$ cat src/logic/speed_meter_pkg.sv
// Shared constants for the pulse frequency and speed meter
package speed_meter_pkg;
	// Register byte offsets on the APB slave
	localparam logic [7:0] ADDR_PORT = 8'h00;
	localparam logic [7:0] ADDR_READ_CODE = 8'h04;
	localparam logic [7:0] ADDR_CONV_CODE = 8'h08;
	localparam logic [7:0] ADDR_PPR = 8'h0c;
	localparam logic [7:0] ADDR_OP = 8'h10;
	localparam logic [7:0] ADDR_STATUS = 8'h14;
	localparam logic [7:0] ADDR_DEST0 = 8'h18;
	localparam logic [7:0] ADDR_DEST1 = 8'h1c;
	localparam logic [7:0] ADDR_CONFIG = 8'h20;
	// Operation start codes written to the op register
	localparam logic [1:0] OP_READ = 2'h1;
	localparam logic [1:0] OP_CONVERT = 2'h2;
	// Status and config bit positions
	localparam int ST_BUSY = 0;
	localparam int ST_ERR = 1;
	localparam int CFG_HSC0 = 0;
	localparam int CFG_HSC1 = 1;
	localparam int CFG_INTR_LSB = 2;
	localparam int CFG_QUAD = 6;
	localparam int CFG_RANGE0 = 7;
	localparam int CFG_RANGE1 = 8;
	localparam logic [8:0] CONFIG_RESET = 9'h000;
	// Port selector values
	localparam logic [15:0] P_POUT0 = 16'h0000;
	localparam logic [15:0] P_POUT1 = 16'h0001;
	localparam logic [15:0] P_HSC0 = 16'h0010;
	localparam logic [15:0] P_HSC1 = 16'h0011;
	localparam logic [15:0] P_INTR0 = 16'h0100;
	localparam logic [15:0] P_INTR3 = 16'h0103;
	localparam logic [15:0] P_PWM0 = 16'h1000;
	localparam logic [15:0] P_PWM1 = 16'h1001;
	// Read and conversion control codes
	localparam logic [15:0] C_PV = 16'h0000;
	localparam logic [15:0] C_STATUS = 16'h0001;
	localparam logic [15:0] C_RANGE = 16'h0002;
	localparam logic [15:0] C_FREQ_STD = 16'h0003;
	localparam logic [15:0] C_FREQ_10MS = 16'h0013;
	localparam logic [15:0] C_FREQ_100MS = 16'h0023;
	localparam logic [15:0] C_FREQ_1S = 16'h0033;
	localparam logic [15:0] C_REV_COUNT = 16'h0001;
	localparam logic [3:0] UNIT_MAX = 4'h2;
	localparam logic [3:0] METHOD_MAX = 4'h3;
	// Timing, in the printed units, and derived cycle counts
	localparam int CLK_PERIOD_NS = 10;
	localparam int CLK_HZ = 1000000000 / CLK_PERIOD_NS;
	localparam int WIN_10MS_MS = 10;
	localparam int WIN_100MS_MS = 100;
	localparam int WIN_1S_MS = 1000;
	localparam int WIN_10MS_CYC = WIN_10MS_MS * (1000000 / CLK_PERIOD_NS);
	localparam int WIN_100MS_CYC = WIN_100MS_MS * (1000000 / CLK_PERIOD_NS);
	localparam int WIN_1S_CYC = WIN_1S_MS * (1000000 / CLK_PERIOD_NS);
	localparam int LOW_FREQ_HZ = 1000;
	localparam int LOW_PERIOD_CYC = CLK_HZ / LOW_FREQ_HZ;
	// Result limits and unit factors
	localparam logic [31:0] MAX_FREQ = 32'h000186a0;
	localparam logic [31:0] MAX_FREQ_QUAD = 32'h00030d40;
	localparam logic [11:0] SEC_PER_MIN = 12'h03c;
	localparam logic [11:0] SEC_PER_HOUR = 12'he10;
	localparam logic [11:0] SCALE_ONE = 12'h001;
	localparam logic [11:0] SCALE_10MS = 12'h064;
	localparam logic [11:0] SCALE_100MS = 12'h00a;
endpackage

$ cat src/logic/pulse_frequency_speed_meter.sv
// Pulse frequency meter and speed converter behind an APB register slave
`timescale 1ns/100ps
module pulse_frequency_speed_meter #(
	parameter logic [31:0] WIN_10MS_CYC = 32'(speed_meter_pkg::WIN_10MS_CYC),
	parameter logic [31:0] WIN_100MS_CYC = 32'(speed_meter_pkg::WIN_100MS_CYC),
	parameter logic [31:0] WIN_1S_CYC = 32'(speed_meter_pkg::WIN_1S_CYC),
	parameter logic [31:0] LOW_PERIOD_CYC = 32'(speed_meter_pkg::LOW_PERIOD_CYC)
) (
	input wire logic pclk,
	input wire logic presetn,
	input wire logic psel,
	input wire logic penable,
	input wire logic pwrite,
	input wire logic [7:0] paddr,
	input wire logic [31:0] pwdata,
	output logic [31:0] prdata,
	output logic pready,
	output logic pslverr,
	input wire logic pulse_in,
	input wire logic [31:0] present_count,
	output logic error_flag
);
	typedef enum logic [2:0] {S_IDLE, S_FREQ, S_FDIV, S_SAT, S_CDIV, S_DONE} state_t;

	state_t state; // Job sequencer state
	logic [15:0] port_sel; // Port selector for read jobs
	logic [15:0] read_code; // Control code for read jobs
	logic [15:0] convert_control_code; // Control code for conversion jobs
	logic [15:0] pulses_per_rev; // Divisor for both conversions
	logic [15:0] dest0; // First destination word
	logic [15:0] dest1; // Following destination word
	logic [8:0] config_bits; // Port enables, quad mode, comparison running
	logic job_conv; // Current job is a conversion
	logic job_rev; // Current job is a revolution count
	logic [31:0] freq; // Measured frequency in Hz
	logic [31:0] result; // Result awaiting the destination words
	logic div_start; // One-cycle divider kick
	logic [31:0] div_a; // Divider dividend
	logic [31:0] div_b; // Divider divisor
	logic [31:0] div_q; // Divider quotient
	logic div_done; // Divider finished this cycle
	logic [31:0] period; // Cycles between the last two edges
	logic [31:0] win_count [3]; // Edges counted in each window

	// APB phases: the access completes one cycle after it starts
	wire logic access = psel & penable;
	wire logic finish = access & pready;
	wire logic wr = finish & pwrite;
	wire logic busy = state != S_IDLE;

	// Address decode
	wire logic hit_port = paddr == speed_meter_pkg::ADDR_PORT;
	wire logic hit_rcode = paddr == speed_meter_pkg::ADDR_READ_CODE;
	wire logic hit_ccode = paddr == speed_meter_pkg::ADDR_CONV_CODE;
	wire logic hit_ppr = paddr == speed_meter_pkg::ADDR_PPR;
	wire logic hit_op = paddr == speed_meter_pkg::ADDR_OP;
	wire logic hit_stat = paddr == speed_meter_pkg::ADDR_STATUS;
	wire logic hit_d0 = paddr == speed_meter_pkg::ADDR_DEST0;
	wire logic hit_d1 = paddr == speed_meter_pkg::ADDR_DEST1;
	wire logic hit_cfg = paddr == speed_meter_pkg::ADDR_CONFIG;
	wire logic mapped = hit_port | hit_rcode | hit_ccode | hit_ppr | hit_op | hit_stat
		| hit_d0 | hit_d1 | hit_cfg;

	// Read data selection; unmapped offsets read zero
	wire logic [31:0] rd_mux = hit_port ? {16'h0000, port_sel}
		: hit_rcode ? {16'h0000, read_code}
		: hit_ccode ? {16'h0000, convert_control_code}
		: hit_ppr ? {16'h0000, pulses_per_rev}
		: hit_stat ? {30'h00000000, error_flag, busy}
		: hit_d0 ? {16'h0000, dest0}
		: hit_d1 ? {16'h0000, dest1}
		: hit_cfg ? {23'h000000, config_bits}
		: 32'h00000000;

	// Job start; a start written while busy is dropped
	wire logic go_read = wr & hit_op & ~busy & (pwdata[1:0] == speed_meter_pkg::OP_READ);
	wire logic go_conv = wr & hit_op & ~busy & (pwdata[1:0] == speed_meter_pkg::OP_CONVERT);
	wire logic op_go = go_read | go_conv;

	// Port classes
	wire logic is_pout = port_sel == speed_meter_pkg::P_POUT0
		|| port_sel == speed_meter_pkg::P_POUT1;
	wire logic is_hsc0 = port_sel == speed_meter_pkg::P_HSC0;
	wire logic is_hsc1 = port_sel == speed_meter_pkg::P_HSC1;
	wire logic is_intr = port_sel >= speed_meter_pkg::P_INTR0
		&& port_sel <= speed_meter_pkg::P_INTR3;
	wire logic is_pwm = port_sel == speed_meter_pkg::P_PWM0
		|| port_sel == speed_meter_pkg::P_PWM1;
	wire logic port_ok = is_pout | is_hsc0 | is_hsc1 | is_intr | is_pwm;

	// Read code classes
	wire logic c_pv = read_code == speed_meter_pkg::C_PV;
	wire logic c_stat = read_code == speed_meter_pkg::C_STATUS;
	wire logic c_range = read_code == speed_meter_pkg::C_RANGE;
	wire logic c_freq = read_code == speed_meter_pkg::C_FREQ_STD
		|| read_code == speed_meter_pkg::C_FREQ_10MS
		|| read_code == speed_meter_pkg::C_FREQ_100MS
		|| read_code == speed_meter_pkg::C_FREQ_1S;
	wire logic code_ok = c_pv | c_stat | c_range | c_freq;

	// Read job error causes
	wire logic bad_range = ~port_ok | ~code_ok;
	wire logic bad_combo = ~((is_pout & (c_pv | c_stat | c_freq))
		| ((is_hsc0 | is_hsc1) & (c_pv | c_stat | c_range | c_freq))
		| (is_intr & c_pv) | (is_pwm & c_stat));
	wire logic range_idle = c_range
		& ((is_hsc0 & ~config_bits[speed_meter_pkg::CFG_RANGE0])
		| (is_hsc1 & ~config_bits[speed_meter_pkg::CFG_RANGE1]));
	wire logic freq_port_bad = c_freq & ~is_hsc0;
	wire logic hsc_off = (is_hsc0 & ~config_bits[speed_meter_pkg::CFG_HSC0])
		| (is_hsc1 & ~config_bits[speed_meter_pkg::CFG_HSC1]);
	wire logic intr_off = is_intr
		& ~config_bits[speed_meter_pkg::CFG_INTR_LSB + int'(port_sel[1:0])];
	wire logic read_err = bad_range | bad_combo | range_idle | freq_port_bad
		| hsc_off | intr_off;

	// Conversion job error causes
	wire logic [3:0] conv_unit = convert_control_code[11:8];
	wire logic [3:0] conv_meth = convert_control_code[7:4];
	wire logic conv_is_rev = convert_control_code == speed_meter_pkg::C_REV_COUNT;
	wire logic conv_is_speed = convert_control_code[15:12] == 4'h0
		&& convert_control_code[3:0] == 4'h0
		&& conv_unit <= speed_meter_pkg::UNIT_MAX
		&& conv_meth <= speed_meter_pkg::METHOD_MAX;
	wire logic conv_err = ~config_bits[speed_meter_pkg::CFG_HSC0]
		| ~(conv_is_rev | conv_is_speed) | (pulses_per_rev == 16'h0000);
	wire logic op_err = go_read ? read_err : conv_err;

	// Method digit shares its place in both codes
	wire logic [1:0] method = job_conv ? conv_meth[1:0] : read_code[5:4];
	wire logic fast = period != 32'h00000000 && period <= LOW_PERIOD_CYC;
	wire logic use_win = method != 2'h0 && fast;
	wire logic [11:0] win_scale = method == 2'h1 ? speed_meter_pkg::SCALE_10MS
		: method == 2'h2 ? speed_meter_pkg::SCALE_100MS : speed_meter_pkg::SCALE_ONE;
	wire logic [31:0] win_sel = method == 2'h1 ? win_count[0]
		: method == 2'h2 ? win_count[1] : win_count[2];
	wire logic [43:0] win_prod = win_sel * win_scale;
	wire logic [31:0] win_freq = win_prod[31:0];

	// Saturation limit follows the counter input method
	wire logic quad = config_bits[speed_meter_pkg::CFG_QUAD];
	wire logic [31:0] freq_lim = quad ? speed_meter_pkg::MAX_FREQ_QUAD
		: speed_meter_pkg::MAX_FREQ;
	wire logic [31:0] sat_freq = freq > freq_lim ? freq_lim : freq;

	// Unit scaling of the quotient; revolution count stays unscaled
	wire logic [11:0] unit_mult = job_rev ? speed_meter_pkg::SCALE_ONE
		: conv_unit == 4'h0 ? speed_meter_pkg::SEC_PER_MIN
		: conv_unit == 4'h1 ? speed_meter_pkg::SCALE_ONE
		: speed_meter_pkg::SEC_PER_HOUR;
	wire logic [43:0] unit_prod = div_q * unit_mult;
	wire logic [31:0] unit_res = unit_prod[43:32] != 12'h000 ? 32'hffffffff
		: unit_prod[31:0];

	// Measurement front end on counter input 0 only
	freq_window #(
		.WIN_CYC('{WIN_10MS_CYC, WIN_100MS_CYC, WIN_1S_CYC}),
		.PERIOD_MAX(WIN_1S_CYC)
	) u_window (
		.pclk(pclk),
		.presetn(presetn),
		.pulse_in(pulse_in),
		.period(period),
		.win_count(win_count)
	);

	// Shared divider: standard frequency, then division by pulses per rev
	div_unit u_div (
		.pclk(pclk),
		.presetn(presetn),
		.start(div_start),
		.dividend(div_a),
		.divisor(div_b),
		.quotient(div_q),
		.done(div_done)
	);

	// APB answer registers: one wait state, data valid with pready
	always_ff @(posedge pclk or negedge presetn) begin
		if (!presetn) begin
			pready <= 1'b0;
			prdata <= 32'h00000000;
			pslverr <= 1'b0;
		end else begin
			pready <= access & ~pready;
			if (access & ~pready) begin
				prdata <= pwrite ? 32'h00000000 : rd_mux;
				pslverr <= ~mapped;
			end
		end
	end

	// Software-written setup registers
	always_ff @(posedge pclk or negedge presetn) begin
		if (!presetn) begin
			port_sel <= 16'h0000;
			read_code <= 16'h0000;
			convert_control_code <= 16'h0000;
			pulses_per_rev <= 16'h0000;
			config_bits <= speed_meter_pkg::CONFIG_RESET;
		end else if (wr) begin
			if (hit_port) port_sel <= pwdata[15:0];
			else if (hit_rcode) read_code <= pwdata[15:0];
			else if (hit_ccode) convert_control_code <= pwdata[15:0];
			else if (hit_ppr) pulses_per_rev <= pwdata[15:0];
			else if (hit_cfg) config_bits <= pwdata[8:0];
		end
	end

	// Error flag reflects the most recent started job
	always_ff @(posedge pclk or negedge presetn) begin
		if (!presetn) error_flag <= 1'b0;
		else if (op_go) error_flag <= op_err;
	end

	// Destination words, written only by a job that passed its checks
	always_ff @(posedge pclk or negedge presetn) begin
		if (!presetn) begin
			dest0 <= 16'h0000;
			dest1 <= 16'h0000;
		end else if (state == S_DONE) begin
			dest0 <= result[15:0];
			dest1 <= result[31:16];
		end
	end

	// Job sequencer
	always_ff @(posedge pclk or negedge presetn) begin
		if (!presetn) begin
			state <= S_IDLE;
			job_conv <= 1'b0;
			job_rev <= 1'b0;
			freq <= 32'h00000000;
			result <= 32'h00000000;
			div_start <= 1'b0;
			div_a <= 32'h00000000;
			div_b <= 32'h00000000;
		end else begin
			div_start <= 1'b0;
			case (state)
				S_IDLE: begin
					// A refused job leaves every result register alone
					if (op_go && !op_err) begin
						job_conv <= go_conv;
						job_rev <= go_conv & conv_is_rev;
						if (go_read && !c_freq) begin
							// Only the counter 0 count is visible to this block
							result <= (is_hsc0 && c_pv) ? present_count : 32'h00000000;
							state <= S_DONE;
						end else if (go_conv && conv_is_rev) begin
							div_a <= present_count;
							div_b <= {16'h0000, pulses_per_rev};
							div_start <= 1'b1;
							state <= S_CDIV;
						end else begin
							state <= S_FREQ;
						end
					end
				end
				S_FREQ: begin
					if (use_win) begin
						freq <= win_freq;
						state <= S_SAT;
					end else if (period == 32'h00000000) begin
						// No edge within a second reads as standstill
						freq <= 32'h00000000;
						state <= S_SAT;
					end else begin
						div_a <= 32'(speed_meter_pkg::CLK_HZ);
						div_b <= period;
						div_start <= 1'b1;
						state <= S_FDIV;
					end
				end
				S_FDIV: begin
					if (div_done) begin
						freq <= div_q;
						state <= S_SAT;
					end
				end
				S_SAT: begin
					if (job_conv) begin
						div_a <= sat_freq;
						div_b <= {16'h0000, pulses_per_rev};
						div_start <= 1'b1;
						state <= S_CDIV;
					end else begin
						result <= sat_freq;
						state <= S_DONE;
					end
				end
				S_CDIV: begin
					if (div_done) begin
						result <= unit_res;
						state <= S_DONE;
					end
				end
				S_DONE: state <= S_IDLE;
				default: state <= S_IDLE;
			endcase
		end
	end
endmodule

$ cat src/logic/freq_window.sv
// Pulse period timer and windowed pulse counters for counter input 0
`timescale 1ns/100ps
module freq_window #(
	parameter logic [31:0] WIN_CYC [3] = '{32'h000f4240, 32'h00989680, 32'h05f5e100},
	parameter logic [31:0] PERIOD_MAX = 32'h05f5e100
) (
	input wire logic pclk,
	input wire logic presetn,
	input wire logic pulse_in,
	output logic [31:0] period,
	output logic [31:0] win_count [3]
);
	logic pulse_prev; // Last sampled input level
	logic seen; // One edge seen since the last timeout
	logic [31:0] since; // Cycles since the last rising edge
	wire logic rise = pulse_in & ~pulse_prev;
	wire logic stale = since >= PERIOD_MAX;

	// Edge detection on the already synchronous input
	always_ff @(posedge pclk or negedge presetn) begin
		if (!presetn) pulse_prev <= 1'b0;
		else pulse_prev <= pulse_in;
	end

	// Per-pulse period; zero means no usable period (too slow or no edges)
	always_ff @(posedge pclk or negedge presetn) begin
		if (!presetn) begin
			since <= 32'h00000001;
			seen <= 1'b0;
			period <= 32'h00000000;
		end else if (rise) begin
			since <= 32'h00000001;
			seen <= 1'b1;
			period <= seen ? since : 32'h00000000;
		end else if (stale) begin
			seen <= 1'b0;
			period <= 32'h00000000;
		end else begin
			since <= since + 32'h00000001;
		end
	end

	// One free-running sampling window per selectable length
	for (genvar i = 0; i < 3; i++) begin : g_win
		logic [31:0] tmr; // Cycles into the current window
		logic [31:0] cnt; // Edges seen in the current window
		wire logic last = tmr == WIN_CYC[i] - 32'h00000001;
		wire logic [31:0] cnt_inc = cnt + {31'h00000000, rise};
		always_ff @(posedge pclk or negedge presetn) begin
			if (!presetn) begin
				tmr <= 32'h00000000;
				cnt <= 32'h00000000;
				win_count[i] <= 32'h00000000;
			end else if (last) begin
				tmr <= 32'h00000000;
				cnt <= 32'h00000000;
				win_count[i] <= cnt_inc;
			end else begin
				tmr <= tmr + 32'h00000001;
				cnt <= cnt_inc;
			end
		end
	end
endmodule

$ cat src/logic/div_unit.sv
// Sequential 32 by 32 bit restoring divider, one quotient bit per cycle
`timescale 1ns/100ps
module div_unit (
	input wire logic pclk,
	input wire logic presetn,
	input wire logic start,
	input wire logic [31:0] dividend,
	input wire logic [31:0] divisor,
	output logic [31:0] quotient,
	output logic done
);
	logic [31:0] rem; // Partial remainder
	logic [31:0] den; // Latched divisor
	logic [5:0] steps; // Bits still to produce
	wire logic [32:0] trial = {rem, quotient[31]};
	wire logic fits = trial >= {1'b0, den};
	wire logic [32:0] diff = trial - {1'b0, den};

	// Dividend shifts out of the quotient register as quotient bits shift in
	always_ff @(posedge pclk or negedge presetn) begin
		if (!presetn) begin
			rem <= 32'h00000000;
			den <= 32'h00000000;
			quotient <= 32'h00000000;
			steps <= 6'h00;
			done <= 1'b0;
		end else if (start) begin
			rem <= 32'h00000000;
			den <= divisor;
			quotient <= dividend;
			steps <= 6'h20;
			done <= 1'b0;
		end else if (steps != 6'h00) begin
			rem <= fits ? diff[31:0] : trial[31:0];
			quotient <= {quotient[30:0], fits};
			steps <= steps - 6'h01;
			done <= steps == 6'h01;
		end else begin
			done <= 1'b0;
		end
	end
endmodule

$ cat config.mk
export PLATFORM = sky130hd
export DESIGN_NAME = pulse_frequency_speed_meter
export DESIGN_NICKNAME = d
export VERILOG_FILES = /design/src/logic/speed_meter_pkg.sv /design/src/logic/pulse_frequency_speed_meter.sv /design/src/logic/freq_window.sv /design/src/logic/div_unit.sv
export SDC_FILE = /design/constraint.sdc
export NUM_CORES = 2
export LEC_CHECK = 0
export BUFFER_PORTS_ARGS = -buffer_cell sky130_fd_sc_hd__buf_2
export CORE_ASPECT_RATIO = 1.1
export CORE_UTILIZATION = 27
export CTS_BUF_LIST = sky130_fd_sc_hd__clkbuf_2 sky130_fd_sc_hd__clkbuf_4 sky130_fd_sc_hd__clkbuf_8
export DETAILED_ROUTE_END_ITERATION = 12
export HOLD_SLACK_MARGIN = 0.08
export PLACE_DENSITY = 0.49
export SLEW_MARGIN = 20
export SYNTH_ARGS = -nofsm -noshare
export SYNTH_HDL_FRONTEND = slang
export SYNTH_SLANG_ARGS = --single-unit
export TNS_END_PERCENT = 30
$ cat constraint.sdc
create_clock -name pclk -period 8.56 [get_ports pclk]
set_input_delay 0.856 -clock pclk [delete_from_list [all_inputs] [get_ports pclk]]
set_output_delay 0.856 -clock pclk [all_outputs]
set_load 0.005 [all_outputs]
Yosys cells after proc, flatten, opt, wreduce, memory -nomap -nowiden. Cells that the tools add are included.

Word-level logic and storage cells: 307. Input bits: 78. Output and inout port bits: 35. Register bits after elaboration: 731.

Order comparisons: 9. Add/subtract/negate cells: 10. Reduce and logical (&&, ||, !) cells: 46. Eq/ne operators: 46. $mul: 2. Bitwise operators: 71. Muxes and demuxes: 86.

Operators by type and width (number): $mux W32 (40); $pmux W32 S3 (3); $add A32 B1 Y32 const B (4); $mux W16 (8); $add A32 B1 Y32 (3); $pmux W32 S2 (1); $eq A16 B1 Y1 const B (3); $eq A16 B5 Y1 const B (3); $logic_not A16 Y1 (3); $mul A32 B12 Y44 (1); $mux W12 (3); $ge A33 B32 Y1 (1); $eq A16 B13 Y1 const B (2); $eq A16 B2 Y1 const B (2); $eq A16 B6 Y1 const B (2); $eq A32 B20 Y1 const B (1); $eq A32 B24 Y1 const B (1); $eq A32 B27 Y1 const B (1); $eq A8 B5 Y1 const B (4); $ge A32 B27 Y1 const B (1); $gt A32 B18 Y1 (1); $le A32 B17 Y1 const B (1); $logic_not A32 Y1 (1); $mul A32 B7 Y32 (1); 51 further kinds (179).

Depth between registers and ports, before layout.
Depth after elaboration: 20. Depth in mapped cells: 29. Depth with buffers taken out: 25.

Cells and area by module. From an unflattened synthesis, not the netlist that was laid out.

Cells, all modules: 5203. Area, all modules: 49333.6 µm².

By module, submodules not included: pulse_frequency_speed_meter (times used 1, cells each 2992, sequential area each 6456.2 µm², area an instance 27377.5 µm²); freq_window (times used 1, cells each 1473, sequential area each 8859.7 µm², area an instance 15600.0 µm²); div_unit (times used 1, cells each 738, sequential area each 2577.5 µm², area an instance 6356.1 µm²).

Worst setup path after synthesis. OpenSTA, ideal clock, no wires.

Path kind: reg-to-reg. Start: register job_conv. End: register freq[31]. Data required time: 8.491 ns. Setup time: 0.069 ns. Setup slack: 1.196 ns. Data arrival time: 7.295 ns. Stages on the path, launching flop included: 26. Buffers on the path: 4. Cell sequence: dfrtp_1 -> clkbuf_1 -> mux2i_1 -> ha_1 -> clkbuf_1 -> clkbuf_1 -> buf_1 -> mux2i_1 -> nor2_1 -> o21ai_0 -> fa_1 -> fa_1 -> fa_1 -> inv_1 -> fa_1 -> ha_1 -> o21a_1 -> o31a_1 -> a41oi_1 -> a211oi_1 -> nor2_1 -> a311oi_1 -> a31oi_1 -> o21ai_0 -> or4b_2 -> nand3_1.

Longest elaborated chain between the ends: 7. Elaborated cells between the ends (all ways): 14. Those cells by class: mul (1); eq/ne (3); mux (7); reduce/logical (3).

Ends and longest elaborated chain: start, declared (line pulse_frequency_speed_meter.sv:33) `logic job_conv;`; start signal, assigned (line pulse_frequency_speed_meter.sv:244) `job_conv <= go_conv;`; $mux W2 * (line pulse_frequency_speed_meter.sv:130) `wire logic [1:0] method = job_conv ? conv_meth[1:0] : read_code[5:4];`; $eq A2 B2 Y1 (line pulse_frequency_speed_meter.sv:134, pulse_frequency_speed_meter.sv:136); $mux W32 / $mux W4 (equally long branches) (line pulse_frequency_speed_meter.sv:136, pulse_frequency_speed_meter.sv:134); $mux W32 / $mux W7 (equally long branches) (line pulse_frequency_speed_meter.sv:135, pulse_frequency_speed_meter.sv:133); $mul A32 B7 Y32 (line pulse_frequency_speed_meter.sv:137) `wire logic [43:0] win_prod = win_sel * win_scale;`; $mux W32 (line pulse_frequency_speed_meter.sv:261) `if (use_win) begin`; $pmux W32 S2 (line pulse_frequency_speed_meter.sv:240) `case (state)`; end signal, assigned (line pulse_frequency_speed_meter.sv:262) `freq <= win_freq;`; end signal, assigned (line pulse_frequency_speed_meter.sv:277) `freq <= div_q;`; end, declared (line pulse_frequency_speed_meter.sv:35) `logic [31:0] freq;`.

Every way passes the cells marked *; elsewhere a longest branch is shown, timed or not. A chain may end at the register's enable or synchronous reset.

Worst setup path in the final report.
Start: register convert_control_code[11]. End: register result[16].

Longest elaborated chain between the ends: 12. Elaborated cells between the ends (all ways): 23. Those cells by class: mul (1); order compare (1); eq/ne (3); mux (7); bitwise (4); reduce/logical (7).

Ends and longest elaborated chain: start, declared (line pulse_frequency_speed_meter.sv:28) `logic [15:0] convert_control_code;`; start signal, assigned (line pulse_frequency_speed_meter.sv:204) `else if (hit_ccode) convert_control_code <= pwdata[15:0];`; parallel branches: the longest is 12 deep, another holds $mul A32 B12 Y44; end signal, assigned (line pulse_frequency_speed_meter.sv:248) `result <= (is_hsc0 && c_pv) ? present_count : 32'h00000000;`; end signal, assigned (line pulse_frequency_speed_meter.sv:288) `result <= sat_freq;`; end signal, assigned (line pulse_frequency_speed_meter.sv:294) `result <= unit_res;`; end, declared (line pulse_frequency_speed_meter.sv:36) `logic [31:0] result;`.

Several ways; the timed one is not identified. The select of a mux whose other input is x is not followed.

==> results.sh <==
export IMPL_synth_compound_area_frac=0.124
export IMPL_clock_path_buffers=3
export IMPL_p_seq_frac=0.426
export IMPL_worstMarginPinSlew_ns=1.08
export IMPL_dieWidth_microns=404
export IMPL_worstSkewPairLatency_ns=0.88
export IMPL_fin_worst_skew_ns=0.0557
export IMPL_path_class="reg -> reg"
export IMPL_antenna_found_initial=3
export IMPL_startpoint_type="flip-flop"
export IMPL_die_area_sq_um=179000
export IMPL_regArea_sq_um=17900
export IMPL_cts_root_buf="clkbuf_8"
export IMPL_grt_max_degree=164
export IMPL_synth_xor_area_frac=0.0552
export IMPL_status="completed"
export IMPL_first_pass_iters=6
export IMPL_slew_headroom=0.276
export IMPL_htree_levels=4
export IMPL_synthMuxAreaShare=0.0464
export IMPL_rows=161
export IMPL_maxCapViolCount=0
export IMPL_dp_cells=7257
export IMPL_swShare=0.292
export IMPL_place_port_buffers=80
export IMPL_finalWirelength_mm=129
export IMPL_p_per_area_nw_per_um2=163
export IMPL_drt_iter0_markers=2159
export IMPL_tritoncts="built"
export IMPL_hold_violations=0
export IMPL_synthArstFlopShare=1.00
export IMPL_wl_per_cell_microns=17.2
export IMPL_synth_fa_ha_area_frac=0.185
export IMPL_p_clk_frac=0.413
export IMPL_syn2layout_area_growth_pct=12.4
export IMPL_final_common_cell="dfrtp_1"
export IMPL_hold_depth=3
export IMPL_initial_core_util=0.273
export IMPL_fill_cells=18500
export IMPL_grt_pass1_wl_mm=208
export IMPL_grt_util_all_layers=0.145
export IMPL_syn_area_sq_um=47900
export IMPL_synth_area_leaders="dfrtp_1, fa_1, ha_1"
export IMPL_ios=113
export IMPL_dr_total_vias=35600
export IMPL_ys_seq_area_frac=0.374
export IMPL_via_per_inst=4.75
export IMPL_finalCritPeriodShare=0.949
export IMPL_synthCells=4989
export IMPL_synth_flop_cell="dfrtp_1"
export IMPL_reg2reg_setup_slack_ns=0.44
export IMPL_rsz0062_at_grt="false"
export IMPL_yosys_cell_types_count=86
export IMPL_switchingPower_mw=2.57
export IMPL_yosysTopAreaCell="dfrtp_1"
export IMPL_die_h_microns=444
export IMPL_core_area_sq_um=176000
export IMPL_layout_cells_non_filler=7491
export IMPL_grt_pass1_vias=36900
export IMPL_yosys_area_top_type_share=0.373
export IMPL_antenna_left=0
export IMPL_place_gp_congestion=0.835
export IMPL_synth_simple_area_share=0.163
export IMPL_max_freq_mhz=123
export IMPL_synth_avg_cell_area_sq_um=9.60
export IMPL_fin_crit_ns=8.12
export IMPL_intPower_mw=6.22
export IMPL_multiInputGateArea_sq_um=27700
export IMPL_ys_seq_elements=715
export IMPL_hp_class="in -> reg"
export IMPL_setup_viol=0
export IMPL_synth_edf_count=0
export IMPL_gr_total_overflow=0
export IMPL_clock_sinks=715
export IMPL_cp_end_kind="flip-flop"
export IMPL_setup_tns_ns=0
export IMPL_drive_above_1_share=0.104
export IMPL_arrival_ns=8.83
export IMPL_synth_top_family_by_area="adder cells"
export IMPL_dpl_hpwl_mm=96.1
export IMPL_combPwrFrac=0.161
export IMPL_final_cell_mix="dfrtp_1, nor2_1, nand2_1, inv_1, ha_1"
export IMPL_ir_drop_uv=142
export IMPL_p_leak_nw=26.0
export IMPL_post_route_util=0.306
export IMPL_nets=5661
export IMPL_cts_buffers=132
export IMPL_reg2reg_depth=25
export IMPL_ys_warn_count=0
export IMPL_critPathMaxFanout=32
export IMPL_path_clk_slew_ns=0.07
export IMPL_cts_resized=0
export IMPL_maxSlewViolCount=0
export IMPL_drcViolationCount=0
export IMPL_critPathRequiredTime_ns=9.26
[metrics by stage]
stage                     instance area, sq um  power [mW]  setup slack [ns]  hold slack [ns]
after floorplan                          47900        4.81              1.20            0.431
after CTS                                53800        8.95             0.530            0.198
after global routing                     53800        9.32           0.00701            0.264
after global placement                   50900        5.19             0.659            0.448
after detailed placement                 50900        5.22             0.568            0.450
final                                    53800        8.79             0.436            0.307
[cells by family (layout without fill, tap and decap cells)]
kind of cell	count (synthesis)	after routing
buf+inv	652	772
mux	207	207
compound gates	911	911
other cells	1	20
xor+xnor	302	302
flops	715	715
simple gates	1648	1648
fa+ha+maj	553	553
[final timing paths]
kind,start,to
max,convert_control_code[11],result[16]
max reg2reg,convert_control_code[11],result[16]
max in group asynchronous,presetn,div_start
min reg2reg,u_window.win_count[64],u_window.win_count[64]
min,present_count[11],div_a[11]
min in group asynchronous,presetn,div_b[27]
[layout make-up]
cell class / count / share of cell area
Sequential cell: 715 / 0.332
Inverter: 404 / 0.0282
Multi-Input combinational cell: 3637 / 0.514
Tap cell: 2363 / 0.0549
Antenna cell: 4 / 0.000186
Clock buffer: 197 / 0.0449
Timing Repair Buffer: 140 / 0.0170
Clock inverter: 31 / 0.00862
[per-layer routing]
| layer | vias to the layer above | GRT usage | share of wire |
|---|---|---|---|
| li1 | 17200 | - | - |
| met1 | 17600 | 0.195 | 0.47 |
| met2 | 585 | 0.235 | 0.46 |
| met3 | 216 | 0.0232 | 0.036 |
| met4 | 0 | 0.0522 | 0.031 |
| met5 | - | 0 | 0 |
[timing repair]
action	4_1_cts	5_1_grt
hold endpoints to repair	67	0
hold buffers	2	0
setup buffers	0	0
[power groups by stage]
stage	sequential (mW)	clock, mW	combinational, mW
after floorplan	3.72	0	1.09
after global placement	3.80	0	1.40
after detailed placement	3.80	0	1.42
after CTS	3.74	3.78	1.43
after global routing	3.77	3.93	1.63
final	3.74	3.63	1.41
[flip-flops by register name, indices dropped and copies added, names as in the netlist, 32 cells and up]
register and flops:
div_a 32, div_b 32, freq 32, result 32, u_div.den 32, u_div.quotient 32, u_div.rem 32, u_window.g_win.cnt 96
u_window.g_win.tmr 96, u_window.period 32, u_window.since 32, u_window.win_count 96
[Yosys cell counts, types with 96 or more instances]
cell type,count
dfrtp_1,714
nor2_1,543
nand2_1,428
inv_1,402
ha_1,292
o21ai_0,271
fa_1,261
clkbuf_1,214
a21oi_1,206
xnor2_1,175
and2_1,131
nand3_1,130
xor2_1,127
mux2_2,110
mux2i_1,96
[worst max-delay path, cell delays in order, from the launching register on]
cell and delay, ns:
dfrtp_1 0.41, nor3_1 0.20, buf_4 0.18, nor3b_2 0.16, buf_4 0.33, and2_1 0.30
fa_1 0.46, ha_1 0.32, fa_1 0.49, fa_1 0.56, inv_1 0.06, fa_1 0.54
inv_1 0.04, ha_1 0.36, nand3_1 0.15, nor3_1 0.26, nand4_1 0.36, a31oi_1 0.54
a21oi_1 0.21, mux2i_1 0.20, nand4_1 0.11, or4_1 0.48, buf_4 0.27, buf_4 0.22
nor4_1 0.59, o21ai_0 0.15
No activity file was read; power rests on OpenSTA's default activity.
